===== src/usbes_pkg.sv =====
// Shared constants and types for endpoint selection and configuration
package usbes_pkg;
   // ==========================================================
   // Register map; byte address is four times the register index
   localparam logic [7:0] USBES_IDX_REG = 8'hc7;
   localparam logic [7:0] USBES_CTL_REG = 8'hd4;
   localparam logic [11:0] USBES_IDX_ADDR = {2'h0, USBES_IDX_REG, 2'h0};
   localparam logic [11:0] USBES_CTL_ADDR = {2'h0, USBES_CTL_REG, 2'h0};
   localparam logic [11:0] USBES_IRQ_STAT_ADDR = 12'h400;
   localparam logic [11:0] USBES_IRQ_MASK_ADDR = 12'h404;
   // ==========================================================
   // Control register fields
   localparam int USBES_ON_BIT = 7;
   localparam int USBES_IEN_BIT = 6;
   localparam int USBES_ROUT_BIT = 5;
   localparam int USBES_RIN_BIT = 4;
   localparam int USBES_TGL_BIT = 3;
   localparam int USBES_DIR_BIT = 2;
   localparam int USBES_TYPE_LO = 0;
   localparam logic [7:0] USBES_CTL_RESET = 8'h00;
   localparam logic [7:0] USBES_IDX_MASK = 8'h03;
   localparam logic [3:0] USBES_IRQ_RESET = 4'h0;
   localparam int USBES_NUM_EP = 4;
   // ==========================================================
   // Host timeout while waiting for a handshake
   localparam logic [3:0] USBES_HOST_TIMEOUT = 4'h8;

   typedef enum logic [1:0] {
      USBES_TYPE_CONTROL = 2'h0,
      USBES_TYPE_ISO = 2'h1,
      USBES_TYPE_BULK = 2'h2,
      USBES_TYPE_INTR = 2'h3
   } usbes_type_t;

   typedef enum logic [1:0] {
      USBES_HS_NONE = 2'h0,
      USBES_HS_ACK = 2'h1,
      USBES_HS_NAK = 2'h2,
      USBES_HS_STALL = 2'h3
   } usbes_hs_t;

   typedef struct packed {
      logic on;
      logic irq_en;
      logic ref_out;
      logic ref_in;
      logic toggle;
      logic dir;
      usbes_type_t ttype;
   } usbes_ctl_t;
endpackage


===== src/usbes_link_if.sv =====
// Transaction-level link between the USB host and the device endpoint logic
`timescale 1ns/1ps
interface usbes_link_if;
   import usbes_pkg::*;
   logic bus_reset;
   logic tok_valid;
   logic tok_in;
   logic [1:0] tok_ep;
   logic tok_data1;
   logic hs_valid;
   usbes_hs_t hs_code;

   modport dev (
      input bus_reset,
      input tok_valid,
      input tok_in,
      input tok_ep,
      input tok_data1,
      output hs_valid,
      output hs_code
   );
   modport host (
      output bus_reset,
      output tok_valid,
      output tok_in,
      output tok_ep,
      output tok_data1,
      input hs_valid,
      input hs_code
   );
endinterface


===== src/usbes_sticky.sv =====
// Sticky flag where a hardware set wins over a software clear
`timescale 1ns/1ps
module usbes_sticky (
   input wire logic sys_clk,
   input wire logic nrst,
   input wire logic sync_clr,
   input wire logic set,
   input wire logic clr,
   output logic flag_q
);
   import usbes_pkg::*;
   // ==========================================================
   // Flag
   always_ff @(posedge sys_clk or negedge nrst) begin
      if (!nrst) begin
         flag_q <= 1'b0;
      end else if (sync_clr) begin
         flag_q <= 1'b0;
      end else if (set) begin
         flag_q <= 1'b1;
      end else if (clr) begin
         flag_q <= 1'b0;
      end
   end
endmodule


===== src/usbes_dev.sv =====
// Device end: endpoint index, per-endpoint control registers and handshakes
//
// Contract
// - Index field picks endpoint for register access
// - Index upper bits read zero, never written
// - Endpoint-on bit activates or deactivates endpoint
// - Software enables endpoint 0 after resets
// - Endpoint 0 resets to control type; software may write any type
// - NAK on OUT sets refused-out flag, irq
// - Refused-out flag cleared by software or bus reset
// - Direction one means IN, zero OUT
// - Control endpoints ignore the direction bit
// - Type field: 00 control, 01 iso, 10 bulk
`timescale 1ns/1ps
module usbes_dev (
   input wire logic sys_clk,
   input wire logic nrst,
   usbes_link_if.dev link,
   input wire logic [11:0] avs_address,
   input wire logic avs_read,
   input wire logic avs_write,
   input wire logic [31:0] avs_writedata,
   input wire logic [3:0] avs_byteenable,
   output logic [31:0] avs_readdata,
   output logic avs_waitrequest,
   input wire logic [usbes_pkg::USBES_NUM_EP-1:0] ep_ready,
   output logic [usbes_pkg::USBES_NUM_EP-1:0] ep_active,
   output logic irq
);
   import usbes_pkg::*;

   logic [1:0] idx_q;
   usbes_ctl_t cfg_q [USBES_NUM_EP];
   logic [USBES_NUM_EP-1:0] tgl_q;
   logic [USBES_NUM_EP-1:0] rout_q;
   logic [USBES_NUM_EP-1:0] rin_q;
   logic [USBES_NUM_EP-1:0] set_out;
   logic [USBES_NUM_EP-1:0] set_in;
   logic [USBES_NUM_EP-1:0] clr_out;
   logic [USBES_NUM_EP-1:0] clr_in;
   logic [3:0] stat_q;
   logic [3:0] mask_q;
   logic ws_q;
   logic acc;
   logic wr_go;
   logic hs_valid_q;
   usbes_hs_t hs_code_q;
   usbes_hs_t hs_d;
   usbes_ctl_t tcfg;
   usbes_ctl_t scfg;

   function automatic logic [7:0] ctl_pack(input usbes_ctl_t c);
      ctl_pack = c;
   endfunction

   // ==========================================================
   // Avalon slave, one wait state on every access
   assign acc = avs_read | avs_write;
   assign avs_waitrequest = acc & ~ws_q;
   assign wr_go = avs_write & ws_q;

   always_ff @(posedge sys_clk or negedge nrst) begin
      if (!nrst) begin
         ws_q <= 1'b0;
      end else begin
         ws_q <= acc & ~ws_q;
      end
   end

   // Selected endpoint view with live flags
   always_comb begin
      scfg = cfg_q[idx_q];
      scfg.ref_out = rout_q[idx_q];
      scfg.ref_in = rin_q[idx_q];
      scfg.toggle = tgl_q[idx_q];
   end

   always_ff @(posedge sys_clk or negedge nrst) begin
      if (!nrst) begin
         avs_readdata <= 32'h0;
      end else if (avs_read & ~ws_q) begin
         case (avs_address)
            USBES_IDX_ADDR: avs_readdata <= {30'h0, idx_q};
            USBES_CTL_ADDR: avs_readdata <= {24'h0, ctl_pack(scfg)};
            USBES_IRQ_STAT_ADDR: avs_readdata <= {28'h0, stat_q};
            USBES_IRQ_MASK_ADDR: avs_readdata <= {28'h0, mask_q};
            default: avs_readdata <= 32'h0;
         endcase
      end
   end

   // ==========================================================
   // Endpoint index
   always_ff @(posedge sys_clk or negedge nrst) begin
      if (!nrst) begin
         idx_q <= 2'h0;
      end else if (wr_go && avs_byteenable[0] && avs_address == USBES_IDX_ADDR) begin
         idx_q <= avs_writedata[1:0];
      end
   end

   // ==========================================================
   // Endpoint configuration, cleared by hardware or bus reset
   // Endpoint 0 is left off after reset; firmware must turn it on as control
   always_ff @(posedge sys_clk or negedge nrst) begin
      if (!nrst) begin
         for (int i = 0; i < USBES_NUM_EP; i++) begin
            cfg_q[i] <= USBES_CTL_RESET;
         end
      end else if (link.bus_reset) begin
         for (int i = 0; i < USBES_NUM_EP; i++) begin
            cfg_q[i] <= USBES_CTL_RESET;
         end
      end else if (wr_go && avs_byteenable[0] && avs_address == USBES_CTL_ADDR) begin
         cfg_q[idx_q].on <= avs_writedata[USBES_ON_BIT];
         cfg_q[idx_q].irq_en <= avs_writedata[USBES_IEN_BIT];
         cfg_q[idx_q].dir <= avs_writedata[USBES_DIR_BIT];
         cfg_q[idx_q].ttype <= usbes_type_t'(avs_writedata[USBES_TYPE_LO +: 2]);
      end
   end

   always_comb begin
      for (int i = 0; i < USBES_NUM_EP; i++) begin
         ep_active[i] = cfg_q[i].on;
         clr_out[i] = wr_go && avs_byteenable[0] && avs_address == USBES_CTL_ADDR &&
                      idx_q == i[1:0] && !avs_writedata[USBES_ROUT_BIT];
         clr_in[i] = wr_go && avs_byteenable[0] && avs_address == USBES_CTL_ADDR &&
                     idx_q == i[1:0] && !avs_writedata[USBES_RIN_BIT];
      end
   end

   // ==========================================================
   // Token handling
   always_comb begin
      tcfg = cfg_q[link.tok_ep];
      if (!tcfg.on) begin
         hs_d = USBES_HS_NONE;
      end else if (tcfg.ttype != USBES_TYPE_CONTROL && tcfg.dir != link.tok_in) begin
         hs_d = USBES_HS_STALL;
      end else if (ep_ready[link.tok_ep]) begin
         hs_d = USBES_HS_ACK;
      end else begin
         hs_d = USBES_HS_NAK;
      end
      for (int i = 0; i < USBES_NUM_EP; i++) begin
         set_out[i] = link.tok_valid && link.tok_ep == i[1:0] && !link.tok_in &&
                      hs_d == USBES_HS_NAK;
         set_in[i] = link.tok_valid && link.tok_ep == i[1:0] && link.tok_in &&
                     hs_d == USBES_HS_NAK;
      end
   end

   always_ff @(posedge sys_clk or negedge nrst) begin
      if (!nrst) begin
         hs_valid_q <= 1'b0;
         hs_code_q <= USBES_HS_NONE;
      end else begin
         hs_valid_q <= link.tok_valid & ~link.bus_reset;
         hs_code_q <= link.tok_valid ? hs_d : USBES_HS_NONE;
      end
   end
   assign link.hs_valid = hs_valid_q;
   assign link.hs_code = hs_code_q;

   // Toggle follows accepted OUT data only; a refused packet is not seen
   always_ff @(posedge sys_clk or negedge nrst) begin
      if (!nrst) begin
         tgl_q <= '0;
      end else if (link.bus_reset) begin
         tgl_q <= '0;
      end else if (link.tok_valid && !link.tok_in && hs_d == USBES_HS_ACK) begin
         tgl_q[link.tok_ep] <= link.tok_data1;
      end
   end

   // ==========================================================
   // Refusal flags, hardware set wins over software clear
   for (genvar g = 0; g < USBES_NUM_EP; g++) begin : g_flags
      usbes_sticky u_out (
         .sys_clk(sys_clk),
         .nrst(nrst),
         .sync_clr(link.bus_reset),
         .set(set_out[g]),
         .clr(clr_out[g]),
         .flag_q(rout_q[g])
      );
      usbes_sticky u_in (
         .sys_clk(sys_clk),
         .nrst(nrst),
         .sync_clr(link.bus_reset),
         .set(set_in[g]),
         .clr(clr_in[g]),
         .flag_q(rin_q[g])
      );
   end

   // ==========================================================
   // Interrupt status, write one to clear, set wins
   always_ff @(posedge sys_clk or negedge nrst) begin
      if (!nrst) begin
         stat_q <= USBES_IRQ_RESET;
      end else begin
         for (int i = 0; i < USBES_NUM_EP; i++) begin
            if ((set_out[i] | set_in[i]) & cfg_q[i].irq_en) begin
               stat_q[i] <= 1'b1;
            end else if (wr_go && avs_byteenable[0] && avs_address == USBES_IRQ_STAT_ADDR &&
                         avs_writedata[i]) begin
               stat_q[i] <= 1'b0;
            end
         end
      end
   end

   always_ff @(posedge sys_clk or negedge nrst) begin
      if (!nrst) begin
         mask_q <= USBES_IRQ_RESET;
      end else if (wr_go && avs_byteenable[0] && avs_address == USBES_IRQ_MASK_ADDR) begin
         mask_q <= avs_writedata[3:0];
      end
   end

   assign irq = |(stat_q & mask_q);
endmodule


===== src/flat_wrapper.sv =====
// flat-port wrapper written by rule: the top's interface ports become plain ports
module usbes_dev_flat import usbes_pkg::*;
  (sys_clk, nrst, avs_address, avs_read, avs_write, avs_writedata, avs_byteenable, avs_readdata, avs_waitrequest, ep_ready, ep_active, irq, link_bus_reset, link_tok_valid, link_tok_in, link_tok_ep, link_tok_data1, link_hs_valid, link_hs_code);
  usbes_link_if link_i ();
  input wire logic sys_clk;
  input wire logic nrst;
  input wire logic [11:0] avs_address;
  input wire logic avs_read;
  input wire logic avs_write;
  input wire logic [31:0] avs_writedata;
  input wire logic [3:0] avs_byteenable;
  output logic [31:0] avs_readdata;
  output logic avs_waitrequest;
  input wire logic [usbes_pkg::USBES_NUM_EP-1:0] ep_ready;
  output logic [usbes_pkg::USBES_NUM_EP-1:0] ep_active;
  output logic irq;
  input wire logic [$bits(link_i.bus_reset)-1:0] link_bus_reset;
  input wire logic [$bits(link_i.tok_valid)-1:0] link_tok_valid;
  input wire logic [$bits(link_i.tok_in)-1:0] link_tok_in;
  input wire logic [$bits(link_i.tok_ep)-1:0] link_tok_ep;
  input wire logic [$bits(link_i.tok_data1)-1:0] link_tok_data1;
  output wire logic [$bits(link_i.hs_valid)-1:0] link_hs_valid;
  output wire logic [$bits(link_i.hs_code)-1:0] link_hs_code;
  assign link_i.bus_reset = link_bus_reset;
  assign link_i.tok_valid = link_tok_valid;
  assign link_i.tok_in = link_tok_in;
  assign link_i.tok_ep = link_tok_ep;
  assign link_i.tok_data1 = link_tok_data1;
  assign link_hs_valid = link_i.hs_valid;
  assign link_hs_code = link_i.hs_code;
  usbes_dev u_core (.sys_clk(sys_clk), .nrst(nrst), .link(link_i), .avs_address(avs_address), .avs_read(avs_read), .avs_write(avs_write), .avs_writedata(avs_writedata), .avs_byteenable(avs_byteenable), .avs_readdata(avs_readdata), .avs_waitrequest(avs_waitrequest), .ep_ready(ep_ready), .ep_active(ep_active), .irq(irq));
endmodule

===== config.mk =====
export PLATFORM = sky130hd
export DESIGN_NAME = usbes_dev_flat
export DESIGN_NICKNAME = d
export VERILOG_FILES = /design/src/usbes_pkg.sv /design/src/usbes_link_if.sv /design/src/usbes_sticky.sv /design/src/usbes_dev.sv /design/src/flat_wrapper.sv
export SDC_FILE = /design/constraint.sdc
export NUM_CORES = 1
export LEC_CHECK = 0
export ABC_AREA = 1
export ABC_CLOCK_PERIOD_IN_PS = 1750
export BUFFER_PORTS_ARGS = -buffer_cell sky130_fd_sc_hd__buf_2
export CORE_UTILIZATION = 30
export CTS_CLUSTER_SIZE = 20
export DETAILED_ROUTE_END_ITERATION = 16
export SLEW_MARGIN = 20
export SYNTH_ARGS = -nofsm -noshare
export SYNTH_HDL_FRONTEND = slang
export SYNTH_SLANG_ARGS = --single-unit

===== constraint.sdc =====
create_clock -name sys_clk -period 1.75 [get_ports sys_clk]
set_input_delay 0.0875 -clock sys_clk [delete_from_list [all_inputs] [get_ports sys_clk]]
set_output_delay 0.0875 -clock sys_clk [all_outputs]
set_load 0.01 [all_outputs]

Word level (Yosys, flattened, before mapping)

Index checks and enable logic that the tools add are counted.

$lt $le $gt $ge: 6
Equality and inequality tests: 13
Mux-type cells: 70
Bitwise logic cells: 18
Reduce and logical (&&, ||, !) cells: 67

Operators by type and width:

| operator                                              | count |
|---|---|
| bitwise mux 32 bit                                    | 4 |
| demux 8 bit (select 2 bit)                            | 4 |
| two-way mux 32 bit                                    | 2 |
| logical AND 1 bit                                     | 46 |
| two-way mux 8 bit                                     | 5 |
| two-way mux 1 bit                                     | 37 |
| binary-select mux 8 bit (select 2 bit)                | 2 |
| case mux 8 bit (4 select lines)                       | 1 |
| equality test 12 x 10 -> 1 bit, second input constant | 2 |
| equality test 12 x 11 -> 1 bit, second input constant | 2 |
| nonzero test 3 bit                                    | 8 |
| nonzero test 2 bit                                    | 7 |
| equality test 2 bit, second input constant            | 5 |
| two-way mux 2 bit                                     | 5 |
| bitwise AND 1 bit                                     | 8 |
| binary-select mux 1 bit (select 2 bit)                | 4 |
| two-way mux 4 bit                                     | 2 |
| two-way mux 7 bit                                     | 1 |
| equality test 2 x 1 -> 1 bit, second input constant   | 3 |
| >= comparator 3 bit, second input constant            | 2 |
| < comparator 2 x 3 -> 1 bit, second input constant    | 2 |
| NOT 2 -> 3 bit                                        | 2 |
| bitwise OR 1 bit                                      | 5 |
| bitwise AND 4 bit                                     | 1 |
| 10 further kinds                                      | 14 |

Register bits after elaboration: 90

Logic depth before layout (Yosys ltp)

Depth in word-level cells: 13
Depth in mapped cells: 11
Mapped depth without buffers: 11

By module

From an unflattened synthesis, not the netlist that was laid out.

Cell total of the unflattened synthesis: 469
Area, all modules: 3,294.4 µm²

By module, submodules not included:

| module       | times used | cells an instance | area each (µm²) | seq. area each (µm²) |
|---|---|---|---|---|
| usbes_dev    | 1          | 429               | 2,934.1         | 1,151.1 |
| usbes_sticky | 8          | 5                 | 45.0            | 25.0 |

Worst setup path before layout

Ideal clock, no wire load.

Path kind: flip-flop to flip-flop
Start point: register u_core.idx_q[1]
End point: register u_core.avs_readdata[1]
Arrival: 1.226 ns
Slack: 0.459 ns
Cell stages (with the launch flop): 10
Period minus slack after synthesis: 1.291 ns
Path through: dfrtp_1 nor2_1 inv_1 o22ai_1 nor2_1 nor2_1 nor2_1 nand2_1 nand2_1 nand2_1

Word-level cells in the longest chain between the ends: 5

Ends and longest elaborated chain:

| element                                              | line            | RTL |
|---|---|---|
| from (decl)                                          | usbes_dev.sv:32 | `logic [1:0] idx_q;` |
| from (signal assigned)                               | usbes_dev.sv:98 | `idx_q <= avs_writedata[1:0];` |
| NOT 2 -> 3 bit (not written as such)                 | usbes_dev.sv:72 | `scfg = cfg_q[idx_q];` |
| binary-select mux 8 bit (select 2 bit)               | usbes_dev.sv:72 |  |
| two-way mux 8 bit (not written as such) (2 in a row) | usbes_dev.sv:72 |  |
| case mux 8 bit (4 select lines) (*)                  | usbes_dev.sv:82 | `case (avs_address)` |
| to (signal assigned)                                 | usbes_dev.sv:83 | `USBES_IDX_ADDR: avs_readdata <= {30'h0, idx_q};` |
| to (signal assigned)                                 | usbes_dev.sv:84 | `USBES_CTL_ADDR: avs_readdata <= {24'h0, ctl_pack(scfg)};` |
| to (signal assigned)                                 | usbes_dev.sv:85 | `USBES_IRQ_STAT_ADDR: avs_readdata <= {28'h0, stat_q};` |
| to (decl)                                            | usbes_dev.sv:24 | `output logic [31:0] avs_readdata,` |

Mark *: on every way between the ends. The rest lies on a longest branch, timed or not. The select of a mux whose other input is x is not followed.
A chain may end at the register's enable or synchronous reset.

Final worst setup path

Start point: register u_core.ws_q
End point: register u_core.cfg_q (netlist bit u_core.ep_active[0])

Word-level cells in the longest chain between the ends: 4

Ends and longest elaborated chain:

| element                        | line             | RTL |
|---|---|---|
| from (decl)                    | usbes_dev.sv:43  | `logic ws_q;` |
| from (signal assigned)         | usbes_dev.sv:66  | `ws_q <= acc & ~ws_q;` |
| bitwise AND 1 bit              | usbes_dev.sv:60  | `assign wr_go = avs_write & ws_q;` |
| logical AND 1 bit (2 in a row) | usbes_dev.sv:114 | `end else if (wr_go && avs_byteenable[0] && avs_address == USBES_CTL_ADDR) begin` |
| nonzero test 2 bit (no line)   | n/a              |  |
| to (decl)                      | usbes_dev.sv:33  | `usbes_ctl_t cfg_q [USBES_NUM_EP];` |

No other way between the ends.

==> impl_metrics.json <==
{
  "skew_ns": 0.00841,
  "portBuffers": 51,
  "hold_violations": 0,
  "synthesis.instances": 440,
  "cap_violations": 0,
  "crit_type": "reg2reg",
  "synthesis.area_um2": 3240,
  "final_common_cell": "nand2_1",
  "ff2ff_path_depth": 5,
  "layout_worst_path_cycle_share_pct": 85.7,
  "min_to": "u_core.mask_q[3]$_DFFE_PN0P_",
  "placementRows": 37,
  "ant_nets": 0,
  "drt-initial-drc-count": 227,
  "gr-total-overflow": 0,
  "grt_pass1_wl_mm": 13.8,
  "ios": 103,
  "wl_mm": 8.25,
  "start_util_pct": 31.1,
  "r2r-start": "u_core.ws_q$_DFF_PN0_",
  "required_ns": 1.95,
  "final_util_pct": 35.3,
  "avgRoutedWirePerCell_um": 13.0,
  "hold_class": "in2reg",
  "antenna_found_initial": 0,
  "switching_power_uw": 638,
  "cts_made_buffers": 5,
  "nets": 559,
  "dr.pass1.iters": 4,
  "area_delta_synth_final_pct": 13.5,
  "final_cells": 634,
  "cts_tree": "built",
  "die_width_um": 106,
  "r2r_slack_ns": 0.25,
  "clockBufferDepth": 2,
  "yosysSeqAreaShare_pct": 41.7,
  "finalCriticalPeriod_ns": 1.50,
  "grt_pass1_vias": 2872,
  "cts.clk_slew.worst_paths_ns": 0.10,
  "ys_types": 32,
  "p_leak_uw": 0.00188,
  "fill_cells": 1128,
  "clkPwrFrac_pct": 32.0,
  "fp.dieH_um": 106,
  "grt_max_degree": 55,
  "drive_above_1_share_pct": 17.7,
  "root_buffer": "clkbuf_8",
  "diodes": 0,
  "dpl.cell_count": 625,
  "drc_errors": 0,
  "avgSynthCellArea_um2": 7.36,
  "p_per_area_nw_per_um2": 617,
  "p_int_uw": 1630,
  "ys_warn_count": 0,
  "clock_latency_ns": 0.31,
  "vias_per_cell": 4.69,
  "track_usage_pct": 15.4,
  "tns_ns": 0,
  "die-area_um2": 11200,
  "gp_congestion": 0.885,
  "synth_seq_cells": 54,
  "cp-start-kind": "flip-flop",
  "finalSetupViolations": 0,
  "switching_share_pct": 28.1,
  "rsz0062_at_grt": "no",
  "hold_depth": 3,
  "hpwl_mm": 6.49,
  "ir_drop_mv": 0.290,
  "cts_setup_buffers": 0,
  "core_area_um2": 10400,
  "slew_violations": 0,
  "path_max_fanout": 7,
  "status": "finished clean",
  "timing.rr.end": "u_core.ep_active[0]$_DFFE_PN0P_",
  "vias": 2976,
  "p_seq_share_pct": 55.9,
  "total_power_uw": 2270,
  "timing.fmax_ghz": 0.667,
  "mostFrequentLayoutCells": "nand2_1, inv_1, dfrtp_1",
  "clock_sinks": 54,
  "min_from": "avs_writedata[3]",
  "end_kind": "flip-flop",
  "cts_max_level": 2,
  "worstPathArrival_ns": 1.69,
  "combPwrFrac_pct": 12.1
}
per-layer routing:
layer / global-route usage, % / share of wire, % / up-vias
li1: - / - / 1488
met1: 21.3 / 47 / 1375
met2: 24.5 / 46 / 105
met3: 2.64 / 5.1 / 8
met4: 4.56 / 1.4 / 0
met5: 0 / 0 / -
power groups by stage:
stage | sequential, uW | clock, uW | combinational [uW]
floorplan | 1290 | 0 | 192
global placement | 1290 | 0 | 270
detailed placement | 1290 | 0 | 274
CTS | 1270 | 752 | 277
global route | 1270 | 796 | 311
finish | 1270 | 726 | 275
logic make-up after synthesis:
logic type      Yosys count  share of synthesized area [%]
buf+inv                  91                           14.6
simple gates            233                           32.6
flops                    54                           41.7
other cells               1                          0.116
compound gates           61                           10.9
sequential cells by signal (all words and copies together) (netlist names):
signal                       cells
u_core.g_flags.u_out.flag_q      4
u_core.avs_readdata              8
u_core.stat_q                    4
u_core.tgl_q                     4
u_core.g_flags.u_in.flag_q       4
u_core.cfg_q                    16
u_core.ep_active                 4
u_core.mask_q                    4
u_core.link.hs_valid             1
u_core.idx_q                     2
u_core.ws_q                      1
u_core.link.hs_code              2
worst max path at each step:
stage | start | end | slack, ns | depth (start not counted)
after floorplan | u_core.idx_q[1]$_DFFE_PN0P_ | u_core.avs_readdata[1]$_DFFE_PN0P_ | 0.46 | 9
after global placement | avs_address[1] | u_core.ep_active[0]$_DFFE_PN0P_ | 0.22 | 9
after detailed placement | avs_address[1] | u_core.ep_active[0]$_DFFE_PN0P_ | 0.21 | 9
after CTS | u_core.ep_active[3]$_DFFE_PN0P_ | u_core.stat_q[3]$_DFFE_PN0P_ | 0.26 | 9
after global routing | u_core.ep_active[1]$_DFFE_PN0P_ | u_core.stat_q[3]$_DFFE_PN0P_ | 0.07 | 9
final | u_core.ws_q$_DFF_PN0_ | u_core.ep_active[0]$_DFFE_PN0P_ | 0.25 | 5
critical path, cell delays in order, from the launching register on:
cell and delay, ns:
dfrtp_1 0.38, nand3_1 0.14, nor2_2 0.30, nand2_1 0.26, nand2_1 0.20, o22ai_1 0.10
synth_stat cells:
cell      count  share of area [%]
nand3_2       3               0.93
nor2_2        3               0.58
nand2_2       4               0.77
o21ai_1       1               0.15
o21bai_1      1               0.23
o22ai_1      23                4.4
buf_4        29                6.7
dfrtp_1      54                 42
buf_8         1               0.46
nand2_4       2               0.70
o21ai_0      20                3.1
inv_2         3               0.35
a22o_1        2               0.54
nor3_1        3               0.46
nand3_1      22                3.4
a21oi_1      10                1.5
conb_1        1               0.12
nand3b_1      1               0.23
buf_1         1               0.12
clkinv_4      1               0.27
nand4_4       1               0.66
clkbuf_1      1               0.12
a22oi_1       4               0.93
nor2_4        1               0.35
nor2_1       52                6.0
nand2_1     121                 14
nand4_1      16                3.1
inv_1        54                6.3
and2_1        1               0.19
nand3_4       1               0.54
nor3_2        2               0.62
buf_6         1               0.35
layout make-up:
class / instances / area, um2 / share of cell area (%)
Multi-Input combinational cell: 318 / 1500 / 40.8
Sequential cell: 54 / 1350 / 36.8
Timing Repair Buffer: 60 / 338 / 9.19
Inverter: 58 / 223 / 6.06
Tap cell: 136 / 170 / 4.63
Clock buffer: 5 / 68.8 / 1.87
Clock inverter: 3 / 25.0 / 0.681
metrics by stage:
step | hold WS [ns] | cell area (um2) | worst slack (ns)
2_1_floorplan | -0.208 | 3320 | 0.459
3_3_place_gp | 0.103 | 3570 | 0.217
3_5_place_dp | 0.109 | 3570 | 0.205
4_1_cts | 0.0408 | 3670 | 0.259
5_1_grt | 0.0693 | 3670 | 0.0683
6_report | 0.0428 | 3670 | 0.251
repair_timing:
item                                   in CTS  in global routing
endpoints found under the hold margin      54                  0
gates resized for setup                     0                  0
hold buffers                                1                  0
No activity file was read; power rests on OpenSTA's default activity.
